--- config.mk ---
export PLATFORM = sky130hd
export DESIGN_NAME = dds_drive_status
export DESIGN_NICKNAME = d
export VERILOG_FILES = /design/src/dds_pkg.sv /design/src/dds_sep_if.sv /design/src/dds_fm_sep.sv /design/src/dds_drive_status.sv
export VERILOG_INCLUDE_DIRS = /design/src /design/src/src
export SDC_FILE = /design/constraint.sdc
export NUM_CORES = 1
export LEC_CHECK = 0
export BUFFER_PORTS_ARGS = -buffer_cell sky130_fd_sc_hd__buf_4
export CAP_MARGIN = 5
export CORE_MARGIN = 2
export CORE_UTILIZATION = 55
export DETAILED_ROUTE_END_ITERATION = 8
export GPL_ROUTABILITY_DRIVEN = 0
export GPL_TIMING_DRIVEN = 0
export PLACE_DENSITY = 0.79
export SLEW_MARGIN = 20
export SYNTH_ARGS = -nofsm -noshare
export SYNTH_HDL_FRONTEND = slang
export SYNTH_SLANG_ARGS = --single-unit
--- constraint.sdc ---
create_clock -name clk -period 2.4 [get_ports clk]
set_input_delay 0.24 -clock clk [delete_from_list [all_inputs] [get_ports clk]]
set_output_delay 0.24 -clock clk [all_outputs]
set_load 0.01 [all_outputs]
--- src/dds_regs.svh ---
`ifndef DDS_REGS_SVH
`define DDS_REGS_SVH

// register byte offsets
`define DDS_CTRL_OFS 8'h00
`define DDS_STATUS_OFS 8'h04
`define DDS_ISTAT_OFS 8'h08
`define DDS_IMASK_OFS 8'h0c

// control fields and reset values
`define DDS_CTRL_SEP_EN 0
`define DDS_CTRL_MOTOR_HOLD 1
`define DDS_CTRL_RST 32'h0000_0001
`define DDS_IMASK_RST 32'h0000_0000

// status fields
`define DDS_ST_READY 0
`define DDS_ST_TRUE_READY 1
`define DDS_ST_TWO_SIDED 2
`define DDS_ST_PROTECTED 3
`define DDS_ST_AT_SPEED 4
`define DDS_ST_SEEK_DONE 5
`define DDS_ST_DOOR 6
`define DDS_ST_MOTOR 7
`define DDS_ST_SECT_LO 8
`define DDS_ST_SECT_HI 13

// interrupt event bits
`define DDS_EV_READY 0
`define DDS_EV_TRUE_READY 1
`define DDS_EV_WR_BLOCK 2
`define DDS_EV_INDEX 3
`define DDS_EV_W 4

// pin vector positions
`define DDS_PIN_DOOR 0
`define DDS_PIN_TWO_SIDED 1
`define DDS_PIN_HARD_SECT 2
`define DDS_PIN_PROTECT 3
`define DDS_PIN_AT_SPEED 4
`define DDS_PIN_SEEK_DONE 5
`define DDS_PIN_INDEX 6
`define DDS_PIN_SECTOR 7
`define DDS_PIN_FLUX 8
`define DDS_PIN_SEL_N 9
`define DDS_PIN_SIDE1_N 10
`define DDS_PIN_WGATE_N 11
`define DDS_PIN_W 12

// hole counts and sector count
`define DDS_HOLES_ONE_SIDE 2
`define DDS_HOLES_TWO_SIDE 3
`define DDS_SECTORS 32

// timing in ns and derived cycle counts
`define DDS_CLK_NS 100
`define DDS_SECTOR_NS 400000
`define DDS_INDEX_NS 1800000
`define DDS_CELL_NS 4000
`define DDS_SECTOR_CYC ((`DDS_SECTOR_NS+`DDS_CLK_NS-1)/`DDS_CLK_NS)
`define DDS_INDEX_CYC ((`DDS_INDEX_NS+`DDS_CLK_NS-1)/`DDS_CLK_NS)
`define DDS_WIN_OPEN_CYC ((`DDS_CELL_NS/4+`DDS_CLK_NS-1)/`DDS_CLK_NS)
`define DDS_WIN_CLOSE_CYC ((`DDS_CELL_NS*3/4)/`DDS_CLK_NS)
`define DDS_LOSE_CYC ((`DDS_CELL_NS*2)/`DDS_CLK_NS)

`endif

--- src/dds_pkg.sv ---
package dds_pkg;
  typedef enum logic [1:0] {DDS_IDLE, DDS_SPIN, DDS_READY} dds_state_e;
  typedef logic [31:0] dds_word_t;
  typedef logic [15:0] dds_cnt_t;
  typedef logic [7:0] dds_cell_t;
endpackage

--- src/dds_sep_if.sv ---
`timescale 1ns/100ps
interface dds_sep_if;
  logic fluxPulse;
  logic enable;
  logic dataPulse;
  logic clockPulse;
  modport sep (input fluxPulse, input enable, output dataPulse,
               output clockPulse);
  modport host (output fluxPulse, output enable, input dataPulse,
                input clockPulse);
endinterface

--- src/dds_fm_sep.sv ---
`timescale 1ns/100ps
`include "dds_regs.svh"
module dds_fm_sep (
  // clock and reset
  input wire logic clk,
  input wire logic sys_rst,
  // pulse stream in, separated pulses out
  dds_sep_if.sep sp
);
  import dds_pkg::*;

  dds_cell_t cellCnt_ff;
  logic locked_ff;
  logic dataPulse_ff;
  logic clockPulse_ff;
  logic inWindow;
  logic lateEdge;
  logic isClock;
  logic isData;
  logic lost;

  assign inWindow = (cellCnt_ff >= 8'(`DDS_WIN_OPEN_CYC)) &&
                    (cellCnt_ff < 8'(`DDS_WIN_CLOSE_CYC));
  assign lateEdge = cellCnt_ff >= 8'(`DDS_WIN_CLOSE_CYC);
  // fixed windows: early pulses before the data window are noise
  assign isClock = sp.enable && sp.fluxPulse && (!locked_ff || lateEdge);
  assign isData = sp.enable && sp.fluxPulse && locked_ff && inWindow;
  assign lost = !sp.enable || (cellCnt_ff >= 8'(`DDS_LOSE_CYC));

  always_ff @(posedge clk) begin
    if (sys_rst) begin
      cellCnt_ff <= 8'h00;
      locked_ff <= 1'b0;
    end else if (isClock) begin
      cellCnt_ff <= 8'h00;
      locked_ff <= 1'b1;
    end else if (lost) begin
      cellCnt_ff <= 8'h00;
      locked_ff <= 1'b0;
    end else begin
      cellCnt_ff <= cellCnt_ff + 8'h01;
    end
  end

  always_ff @(posedge clk) begin
    if (sys_rst) begin
      dataPulse_ff <= 1'b0;
      clockPulse_ff <= 1'b0;
    end else begin
      dataPulse_ff <= isData;
      clockPulse_ff <= isClock;
    end
  end

  assign sp.dataPulse = dataPulse_ff;
  assign sp.clockPulse = clockPulse_ff;
endmodule

--- src/dds_drive_status.sv ---
// Notes on behaviour
// - sector mark for each of 32 holes
// - sector mark idles high, low 0.4 ms
// - ready after two holes, three two-sided
// - door closed spins motor until ready
// - single-sided: ready only on side 0
// - two-sided: ready on either side
// - read outputs need select, true ready, no write
// - raw flux pulses active low, idle high
// - separated data bits active low pulses
// - separated clock bits active low pulses
// - write-lock output low when protected
// - protected diskette blocks all writing
// - true ready needs speed, seek done, ready
// - one index mark per revolution at speed
// - only selected drive drives its outputs
// - clock at cell edge, data at centre
`timescale 1ns/100ps
`include "dds_regs.svh"
module dds_drive_status #(
  parameter int INDEX_PULSE_CYC = `DDS_INDEX_CYC
) (
  // clock and reset
  input wire logic clk,
  input wire logic sys_rst,
  // apb slave
  input wire logic psel,
  input wire logic penable,
  input wire logic pwrite,
  input wire logic [7:0] paddr,
  input wire dds_pkg::dds_word_t pwdata,
  output logic [31:0] prdata,
  output logic pready,
  output logic pslverr,
  // mechanism sensors, asynchronous
  input wire logic doorClosed,
  input wire logic twoSidedDisk,
  input wire logic hardSectorDisk,
  input wire logic protectSense,
  input wire logic spindleAtSpeed,
  input wire logic seekDone,
  input wire logic indexHole,
  input wire logic sectorHole,
  input wire logic fluxPulse,
  // controller inputs, active low, asynchronous
  input wire logic unitSel_n,
  input wire logic sideOne_n,
  input wire logic writeGate_n,
  // controller outputs, active low
  output logic sectorMark_n,
  output logic revMark_n,
  output logic ready_n,
  output logic trueReady_n,
  output logic readData_n,
  output logic sepData_n,
  output logic sepClock_n,
  output logic writeLock_n,
  // mechanism controls
  output logic motorRun,
  output logic writeCurrentEn,
  // interrupt
  output logic irq
);
  import dds_pkg::*;

  localparam logic [`DDS_PIN_W-1:0] PIN_IDLE = 12'he00;

  logic [`DDS_PIN_W-1:0] pinRaw;
  logic [`DDS_PIN_W-1:0] sync1_ff;
  logic [`DDS_PIN_W-1:0] sync2_ff;
  logic [`DDS_PIN_W-1:0] prev_ff;
  dds_state_e state_ff;
  dds_state_e nxt_state;
  logic [1:0] holeCnt_ff;
  logic [1:0] nxt_holeCnt;
  dds_cnt_t sectCnt_ff;
  dds_cnt_t indexCnt_ff;
  logic [5:0] sectIdx_ff;
  logic [5:0] sectPerRev_ff;
  dds_word_t ctrl_ff;
  dds_word_t istat_ff;
  dds_word_t imask_ff;
  logic [31:0] prdata_ff;
  logic pready_ff;
  logic pslverr_ff;
  logic sectorMark_n_ff;
  logic revMark_n_ff;
  logic ready_n_ff;
  logic trueReady_n_ff;
  logic readData_n_ff;
  logic sepData_n_ff;
  logic sepClock_n_ff;
  logic writeLock_n_ff;
  logic motorRun_ff;
  logic writeCurrentEn_ff;
  logic irq_ff;
  logic readyOk_ff;
  logic trueReadyOk_ff;
  logic wrBlocked_ff;

  dds_sep_if sepBus ();

  assign pinRaw = {writeGate_n, sideOne_n, unitSel_n, fluxPulse,
                   sectorHole, indexHole, seekDone, spindleAtSpeed,
                   protectSense, hardSectorDisk, twoSidedDisk, doorClosed};

  // two-stage synchroniser per pin; stage one feeds only stage two
  genvar gi;
  generate
    for (gi = 0; gi < `DDS_PIN_W; gi++) begin : gSync
      always_ff @(posedge clk) begin
        if (sys_rst) begin
          sync1_ff[gi] <= PIN_IDLE[gi];
          sync2_ff[gi] <= PIN_IDLE[gi];
          prev_ff[gi] <= PIN_IDLE[gi];
        end else begin
          sync1_ff[gi] <= pinRaw[gi];
          sync2_ff[gi] <= sync1_ff[gi];
          prev_ff[gi] <= sync2_ff[gi];
        end
      end
    end
  endgenerate

  logic door;
  logic twoSided;
  logic hardSect;
  logic protect;
  logic atSpeed;
  logic seekOk;
  logic selected;
  logic sideZero;
  logic writeReq;
  logic indexEdge;
  logic sectorEdge;
  logic fluxEdge;
  logic [1:0] holesNeeded;
  logic readyQual;
  logic trueReadyQual;
  logic readGate;
  logic wrBlockEv;

  assign door = sync2_ff[`DDS_PIN_DOOR];
  assign twoSided = sync2_ff[`DDS_PIN_TWO_SIDED];
  assign hardSect = sync2_ff[`DDS_PIN_HARD_SECT];
  assign protect = sync2_ff[`DDS_PIN_PROTECT];
  assign atSpeed = sync2_ff[`DDS_PIN_AT_SPEED];
  assign seekOk = sync2_ff[`DDS_PIN_SEEK_DONE];
  assign selected = !sync2_ff[`DDS_PIN_SEL_N];
  assign sideZero = sync2_ff[`DDS_PIN_SIDE1_N];
  assign writeReq = !sync2_ff[`DDS_PIN_WGATE_N];
  assign indexEdge = sync2_ff[`DDS_PIN_INDEX] && !prev_ff[`DDS_PIN_INDEX];
  assign sectorEdge = sync2_ff[`DDS_PIN_SECTOR] && !prev_ff[`DDS_PIN_SECTOR];
  assign fluxEdge = sync2_ff[`DDS_PIN_FLUX] && !prev_ff[`DDS_PIN_FLUX];

  // ready sequencing
  assign holesNeeded = twoSided ? 2'(`DDS_HOLES_TWO_SIDE) :
                                  2'(`DDS_HOLES_ONE_SIDE);
  always_comb begin
    nxt_state = state_ff;
    nxt_holeCnt = holeCnt_ff;
    case (state_ff)
      DDS_IDLE: begin
        nxt_holeCnt = 2'h0;
        if (door) begin
          nxt_state = DDS_SPIN;
        end
      end
      DDS_SPIN: begin
        if (!door) begin
          nxt_state = DDS_IDLE;
        end else if (indexEdge) begin
          nxt_holeCnt = holeCnt_ff + 2'h1;
          if (holeCnt_ff + 2'h1 >= holesNeeded) begin
            nxt_state = DDS_READY;
          end
        end
      end
      DDS_READY: begin
        if (!door) begin
          nxt_state = DDS_IDLE;
        end
      end
      default: begin
        nxt_state = DDS_IDLE;
        nxt_holeCnt = 2'h0;
      end
    endcase
  end

  always_ff @(posedge clk) begin
    if (sys_rst) begin
      state_ff <= DDS_IDLE;
      holeCnt_ff <= 2'h0;
    end else begin
      state_ff <= nxt_state;
      holeCnt_ff <= nxt_holeCnt;
    end
  end

  // side gating applies only to single-sided media
  assign readyQual = (state_ff == DDS_READY) &&
                     (twoSided || sideZero);
  assign trueReadyQual = readyQual && atSpeed && seekOk;
  assign readGate = selected && trueReadyOk_ff && !writeReq;
  assign wrBlockEv = selected && writeReq && protect;

  // pulse stretchers: restart on each hole, only at speed; sector ones only on hard-sectored media
  always_ff @(posedge clk) begin
    if (sys_rst) begin
      sectCnt_ff <= 16'h0000;
      indexCnt_ff <= 16'h0000;
    end else begin
      if (sectorEdge && hardSect && atSpeed) begin
        sectCnt_ff <= 16'(`DDS_SECTOR_CYC);
      end else if (sectCnt_ff != 16'h0000) begin
        sectCnt_ff <= sectCnt_ff - 16'h0001;
      end
      if (indexEdge && atSpeed) begin
        indexCnt_ff <= 16'(INDEX_PULSE_CYC);
      end else if (indexCnt_ff != 16'h0000) begin
        indexCnt_ff <= indexCnt_ff - 16'h0001;
      end
    end
  end

  // sector holes counted per revolution for software
  always_ff @(posedge clk) begin
    if (sys_rst) begin
      sectIdx_ff <= 6'h00;
      sectPerRev_ff <= 6'h00;
    end else if (indexEdge) begin
      sectIdx_ff <= 6'h00;
      sectPerRev_ff <= sectIdx_ff;
    end else if (sectorEdge && hardSect && atSpeed &&
                 sectIdx_ff != 6'(`DDS_SECTORS)) begin
      sectIdx_ff <= sectIdx_ff + 6'h01;
    end
  end

  dds_fm_sep uSep (
    .clk(clk),
    .sys_rst(sys_rst),
    .sp(sepBus.sep)
  );
  assign sepBus.fluxPulse = fluxEdge;
  assign sepBus.enable = readGate && ctrl_ff[`DDS_CTRL_SEP_EN];

  // output stage; active-low outputs idle high while deselected
  always_ff @(posedge clk) begin
    if (sys_rst) begin
      readyOk_ff <= 1'b0;
      trueReadyOk_ff <= 1'b0;
      sectorMark_n_ff <= 1'b1;
      revMark_n_ff <= 1'b1;
      ready_n_ff <= 1'b1;
      trueReady_n_ff <= 1'b1;
      readData_n_ff <= 1'b1;
      sepData_n_ff <= 1'b1;
      sepClock_n_ff <= 1'b1;
      writeLock_n_ff <= 1'b1;
      motorRun_ff <= 1'b0;
      writeCurrentEn_ff <= 1'b0;
      wrBlocked_ff <= 1'b0;
    end else begin
      readyOk_ff <= readyQual;
      trueReadyOk_ff <= trueReadyQual;
      sectorMark_n_ff <= !(selected && sectCnt_ff != 16'h0000);
      revMark_n_ff <= !(selected && indexCnt_ff != 16'h0000);
      ready_n_ff <= !(selected && readyQual);
      trueReady_n_ff <= !(selected && trueReadyQual);
      readData_n_ff <= !(readGate && fluxEdge);
      sepData_n_ff <= !(readGate && sepBus.dataPulse);
      sepClock_n_ff <= !(readGate && sepBus.clockPulse);
      writeLock_n_ff <= !(selected && protect);
      // spindle runs by itself from door close until ready
      motorRun_ff <= door && (state_ff != DDS_READY || selected ||
                     ctrl_ff[`DDS_CTRL_MOTOR_HOLD]);
      writeCurrentEn_ff <= selected && writeReq && !protect;
      wrBlocked_ff <= wrBlockEv;
    end
  end

  // apb: no wait states, read data captured in the setup cycle
  logic isSetup;
  logic doWrite;
  logic selCtrl;
  logic selStatus;
  logic selIstat;
  logic selImask;
  logic mapped;
  logic [31:0] statusWord;
  logic [31:0] rdMux;
  logic [`DDS_EV_W-1:0] events;

  assign isSetup = psel && !penable;
  assign doWrite = psel && penable && pwrite && pready_ff && !pslverr_ff;
  assign selCtrl = paddr == `DDS_CTRL_OFS;
  assign selStatus = paddr == `DDS_STATUS_OFS;
  assign selIstat = paddr == `DDS_ISTAT_OFS;
  assign selImask = paddr == `DDS_IMASK_OFS;
  assign mapped = selCtrl || selStatus || selIstat || selImask;
  assign statusWord = {18'h0, sectPerRev_ff, motorRun_ff, door, seekOk,
                       atSpeed, protect, twoSided, trueReadyOk_ff,
                       readyOk_ff};
  assign rdMux = selCtrl ? ctrl_ff :
                 selStatus ? statusWord :
                 selIstat ? istat_ff :
                 selImask ? imask_ff : 32'h0000_0000;
  assign events = {indexEdge && atSpeed, wrBlockEv && !wrBlocked_ff,
                   trueReadyQual && !trueReadyOk_ff,
                   readyQual && !readyOk_ff};

  always_ff @(posedge clk) begin
    if (sys_rst) begin
      pready_ff <= 1'b0;
      pslverr_ff <= 1'b0;
      prdata_ff <= 32'h0000_0000;
    end else begin
      pready_ff <= isSetup;
      pslverr_ff <= isSetup && !mapped;
      if (isSetup) begin
        prdata_ff <= pwrite ? 32'h0000_0000 : rdMux;
      end
    end
  end

  always_ff @(posedge clk) begin
    if (sys_rst) begin
      ctrl_ff <= `DDS_CTRL_RST;
      imask_ff <= `DDS_IMASK_RST;
    end else if (doWrite && selCtrl) begin
      ctrl_ff <= {30'h0, pwdata[1:0]};
    end else if (doWrite && selImask) begin
      imask_ff <= {28'h0, pwdata[`DDS_EV_W-1:0]};
    end
  end

  // a new event in the clear cycle survives the write-one-to-clear
  logic [`DDS_EV_W-1:0] clrMask;
  assign clrMask = (doWrite && selIstat) ? pwdata[`DDS_EV_W-1:0] : 4'h0;
  always_ff @(posedge clk) begin
    if (sys_rst) begin
      istat_ff <= 32'h0000_0000;
      irq_ff <= 1'b0;
    end else begin
      istat_ff <= {28'h0, (istat_ff[`DDS_EV_W-1:0] & ~clrMask) | events};
      irq_ff <= |(istat_ff[`DDS_EV_W-1:0] & imask_ff[`DDS_EV_W-1:0]);
    end
  end

  assign prdata = prdata_ff;
  assign pready = pready_ff;
  assign pslverr = pslverr_ff;
  assign sectorMark_n = sectorMark_n_ff;
  assign revMark_n = revMark_n_ff;
  assign ready_n = ready_n_ff;
  assign trueReady_n = trueReady_n_ff;
  assign readData_n = readData_n_ff;
  assign sepData_n = sepData_n_ff;
  assign sepClock_n = sepClock_n_ff;
  assign writeLock_n = writeLock_n_ff;
  assign motorRun = motorRun_ff;
  assign writeCurrentEn = writeCurrentEn_ff;
  assign irq = irq_ff;
endmodule

Word level (Yosys, flattened, before mapping)
Index checks and enable logic that the tools add are counted.
Cells by class
  $add $sub $neg: 5
  $lt $le $gt $ge: 5
  eq/ne operators: 13
  mux-type cells: 22
  bitwise operators: 6
  reductions and logical operators: 87
Operators with widths (count)
  $mux 32: 4
  $logic_and 1x1->1: 42
  $reduce_bool 16->1: 2
  $sub 16x1->16 const B: 2
  $mux 15: 2
  $mux 12: 2
  $logic_not 1->1: 22
  $eq 8x4->1 const B: 2
  $mux 2: 7
  $ne 2x2->1 const B: 5
  $add 8x1->8 const B: 1
  $and 4x4->4: 2
  $eq 8x3->1 const B: 1
  $ge 8x4->1 const B: 1
  $ge 8x5->1 const B: 1
  $ge 8x7->1 const B: 1
  $logic_not 8->1: 1
  $logic_or 1x1->1: 8
  $lt 8x5->1 const B: 1
  $mux 4: 2
  $add 6x1->6 const B: 1
  $ne 3x3->1 const B: 2
  $ne 6x6->1 const B: 1
  $pmux 2 s3: 1
  17 further kinds: 24
Word-level totals
  register bits after elaboration: 172
  bits of input ports: 57
  output and inout bits: 45
  word-level logic and storage cells: 198

Logic depth before layout (Yosys ltp)
  word-level depth: 9
  depth in mapped cells: 8
  depth with buffers taken out: 6

Hierarchy
A second synthesis with hierarchy kept.
Unflattened totals
  cells, all modules: 562
  area total of the unflattened synthesis: 5243.8 µm²
Modules (own cells, without submodules)
  dds_drive_status: times used 1, cells an instance 516, area an instance 4778.3 µm², sequential area each 2302.2 µm²
  dds_fm_sep: times used 1, cells an instance 46, area an instance 465.4 µm², sequential area each 220.2 µm²

Worst setup path after synthesis
No wires, ideal clock.
  path kind: register to register
  start point: reg indexCnt_ff[7]
  end point: reg indexCnt_ff[0]
  setup time: 130 ps
  arrival time: 1994 ps
  required time: 2270 ps
  path slack: 276 ps
  stages on the path, launching flop included: 8
  buffers on the path: 3
  period minus slack after synthesis: 2124 ps
  path through: dfxtp_1 > or4_1 > buf_2 > or4b_4 > buf_6 > buf_6 > nor3_1 > nor3_1
On the way
  word-level cells in the longest chain between the ends: 1
RTL lines
  start, declared: line dds_drive_status.sv:77  | dds_cnt_t indexCnt_ff;
  start signal, assigned: line dds_drive_status.sv:220  | indexCnt_ff <= 16'(INDEX_PULSE_CYC);
  start signal, assigned: line dds_drive_status.sv:222  | indexCnt_ff <= indexCnt_ff - 16'h0001;
  $reduce_bool 16->1: line dds_drive_status.sv:221  | end else if (indexCnt_ff != 16'h0000) begin
Every way passes these cells.
A chain may end at the register's enable or synchronous reset.

Worst setup path in the final report
  start point: reg indexCnt_ff[7]
  end point: reg indexCnt_ff[4]
On the way
  word-level cells in the longest chain between the ends: 2
RTL lines (line)
  $reduce_bool 16->1: dds_drive_status.sv:221
  $reduce_bool 2->1 (no line)
Every way passes these cells.

==> flow_summary.toml <==
[floorplan]
die_area_um2 = 10300
pin_count = 102
fp.dieW_um = 102
coreArea_um2 = 9240
fp-row-count = 35
dieHeight_um = 102
start_util_pct = 56.8

[min_path]
hold_class = "primary input to flip-flop"
min_path_cells = 3

[cells_and_area]
fin_nets = 740
layout_common_cells = "dfxtp_1 (126), buf_4 (72), nor2_1 (47)"
synthToLayoutAreaGrowth_pct = 25.7
fillers = 674
final_common_cell = "dfxtp_1"
drive_above_1_share_pct = 19.1
num_antenna_cells = 0
stdcell_count = 816

[power_and_ir_drop]
p_seq_share_pct = 37.4
pwr-share-comb_pct = 26.6
switching_share_pct = 31.8
intPower_uw = 4600
p_clk_share_pct = 36.1
leakagePower_uw = 0.00258
switchingPower_uw = 2140
ir_drop_uv = 858
power_density_nw_per_um2 = 1020

[sta]
min_period_ns = 2.30
setup_tns_ns = 0
relSlewSlack_pct = 39.8
rsz0062_at_grt = "false"
slew_violations = 0
setup_violations = 0
final.setup.worst_slack_ns = 0.102
clock_skew_ns = 0.00789
fmax_mhz = 435
hold_violations = 0
tightest_slew_ns = 0.896
finalCritPeriodShare_pct = 95.8

[place]
detailed_place_hpwl_um = 8120
placed_cells = 771
dp_worst_setup_slack_ns = 0.120
port_buffers = 54

[logic_synthesis]
synth_edf_count = 0
synth_cell_type_count = 62
synth_area_leaders = "dfxtp_1 (48%), nor2_1 (3.4%), a21oi_1 (3.3%), nor2b_1 (3.3%), buf_4 (2.6%)"
yosysSeqAreaShare_pct = 48.0
postSynthAreaPerCell_um2 = 9.21
ys_warn_count = 0
syn_inst = 570
synth_top_area_share_pct = 48.0
synth_top_area_cell = "dfxtp_1"
synth_ff_type = "dfxtp_1"
netlist_area_um2 = 5250
async_flop_share_pct = 0
ys_ff_latch = 126

[outcome]
outcome = "finished, final reports clean"

[setup_path]
crit_path_end_kind = "flip-flop"
cp_slowest_cell = "or4b_4"
critPathBufInv = 3
crit_path_max_fanout = 10
crit_top_cell = "buf_6"
crit_arrival_ns = 2.67
cp_cell_sequence = "or4_1 -> buf_2 -> or4b_4 -> buf_6 -> buf_6 -> o21ai_1 -> a21oi_1"
cp.depth = 7
crit_type = "flip-flop to flip-flop"
crit_required_ns = 2.77
crit_family = "simple AND/OR/NAND/NOR gates"
r2r_cells = 7
max_stage_delay_ns = 0.54
start_kind = "flip-flop"

[grt]
antenna_found_initial = 0
grt.overflow.total = 0
grt_pass1_vias = 4194
grt.total_usage_pct = 23.5
grt_max_degree = 17
grt_pass1_wl_um = 19000

[clock_tree]
cts_buffers = 17
htree_num_levels = 4
cts_tree = "built"
clk_latency_ns = 0.52
clockBufferDepth = 2
clk_pin_slew_worst_paths_ns = 0.06
cts-root-buf = "clkbuf_8"
clock-sinks = 126

[routing]
drc = 0
ant_nets = 0
drtIter0Drc = 282
firstDrtPassIters = 5
wl_per_cell_um = 14.5
vias = 4540
drt-total-wl_um = 11900
vias_per_cell = 5.56

[flow_run]
maxCapViolCount = 0
## worst paths after layout
kind | startpoint | endpoint | slack, ns
worst max-delay path | indexCnt_ff[7] | indexCnt_ff[4] | 0.10
worst min-delay path | pwdata[2] | imask_ff[2] | 0.02
worst max register to register | indexCnt_ff[7] | indexCnt_ff[4] | 0.10
worst min register to register | uSep.sp.dataPulse | sepData_n | 0.36
## flip-flops by register name, summed over array words and instances, names as in the netlist, 2 cells and up
signal,count
imask_ff,4
sectPerRev_ff,6
uSep.cellCnt_ff,8
istat_ff,4
sync1_ff,12
sync2_ff,5
sectCnt_ff,16
sectIdx_ff,6
prdata,14
holeCnt_ff,2
prev_ff,3
indexCnt_ff,16
ctrl_ff,2
state_ff,2
## Yosys cell counts (3+ instances only)
master    instances
or2_2            12
mux2i_1           8
buf_1             6
and4_1            4
a21oi_1          35
dfxtp_1         126
nand3_1          11
o31ai_1           9
a2111o_1          3
a22oi_1          16
nand2_1          36
nor2_1           47
a211oi_1          3
inv_1            21
nand2b_1         12
o21a_1            4
nand4_1          13
xor2_1            6
nor3_1           15
or3_1             7
nor4_1            6
a31oi_1          10
buf_4            18
clkbuf_1         19
ha_1              8
and3_1            4
or3b_2            3
or4_1             9
a311oi_1          3
xnor2_1           5
nor4b_1           4
o21ai_0          17
nor2b_1          28
nand4b_1          3
## power groups by stage
stage / sequential [µW] / clock [µW] / combinational (µW)
after CTS: 2510 / 2460 / 1760
after global routing: 2550 / 2550 / 1970
final: 2520 / 2430 / 1790
after global placement: 2530 / 0 / 1660
after detailed placement: 2550 / 0 / 1710
after floorplan: 2490 / 0 / 1370
## logic make-up (layout without fill, tap and decap cells)
family,Yosys count,in the layout,share of synthesized area [%]
compound gates,121,121,15.3
other cells,1,19,0.0714
xor+xnor,11,11,1.83
fa+ha+maj,8,8,1.91
buf+inv,67,166,6.38
flops,126,126,48.0
simple gates,226,226,24.1
mux,10,10,2.38
## metrics by stage
| stage | hold WS (ns) | total power, µW | instance area (µm²) | utilization, % |
|---|---|---|---|---|
| floorplan | 0.343 | 3870 | 5320 | - |
| global placement | 0.348 | 4190 | 5890 | 63.7 |
| detailed placement | 0.347 | 4260 | 5890 | 63.7 |
| CTS | 0.00606 | 6730 | 6600 | 71.4 |
| global route | 0.0144 | 7070 | 6600 | 71.4 |
| finish | 0.0231 | 6740 | 6600 | 71.4 |
## worst register-to-register path, cell delays in order, from the launching register on
cell and delay (ns):
dfxtp_1 0.36, or4_1 0.53, buf_2 0.19, or4b_4 0.54, buf_6 0.15, buf_6 0.14, o21ai_1 0.17, a21oi_1 0.09
## final cells by class
cell class / instances / area, µm² / area share (%)
Sequential cell: 126 / 2520 / 38.2
Clock inverter: 10 / 114 / 1.73
Clock buffer: 21 / 459 / 6.96
Tap cell: 129 / 161 / 2.45
Timing Repair Buffer: 68 / 546 / 8.27
Multi-Input combinational cell: 395 / 2460 / 37.3
Inverter: 21 / 78.8 / 1.19
Buffer: 46 / 256 / 3.89
## per-layer routing
| layer | part of all wire (%) | global-route usage, % |
|---|---|---|
| met5 | 0 | 0 |
| met4 | 2.7 | 11.1 |
| met3 | 6.6 | 6.07 |
| met2 | 47 | 38.6 |
| met1 | 44 | 28.7 |
## timing repair
| item | 4_1_cts | 5_1_grt |
|---|---|---|
| gates resized for setup | 0 | 1 |
| setup endpoints to repair | 0 | 1 |
| setup buffers | 0 | 0 |
| endpoints found under the hold margin | 14 | 0 |
| hold buffers | 14 | 0 |
(Power assumes the default switching activity.)
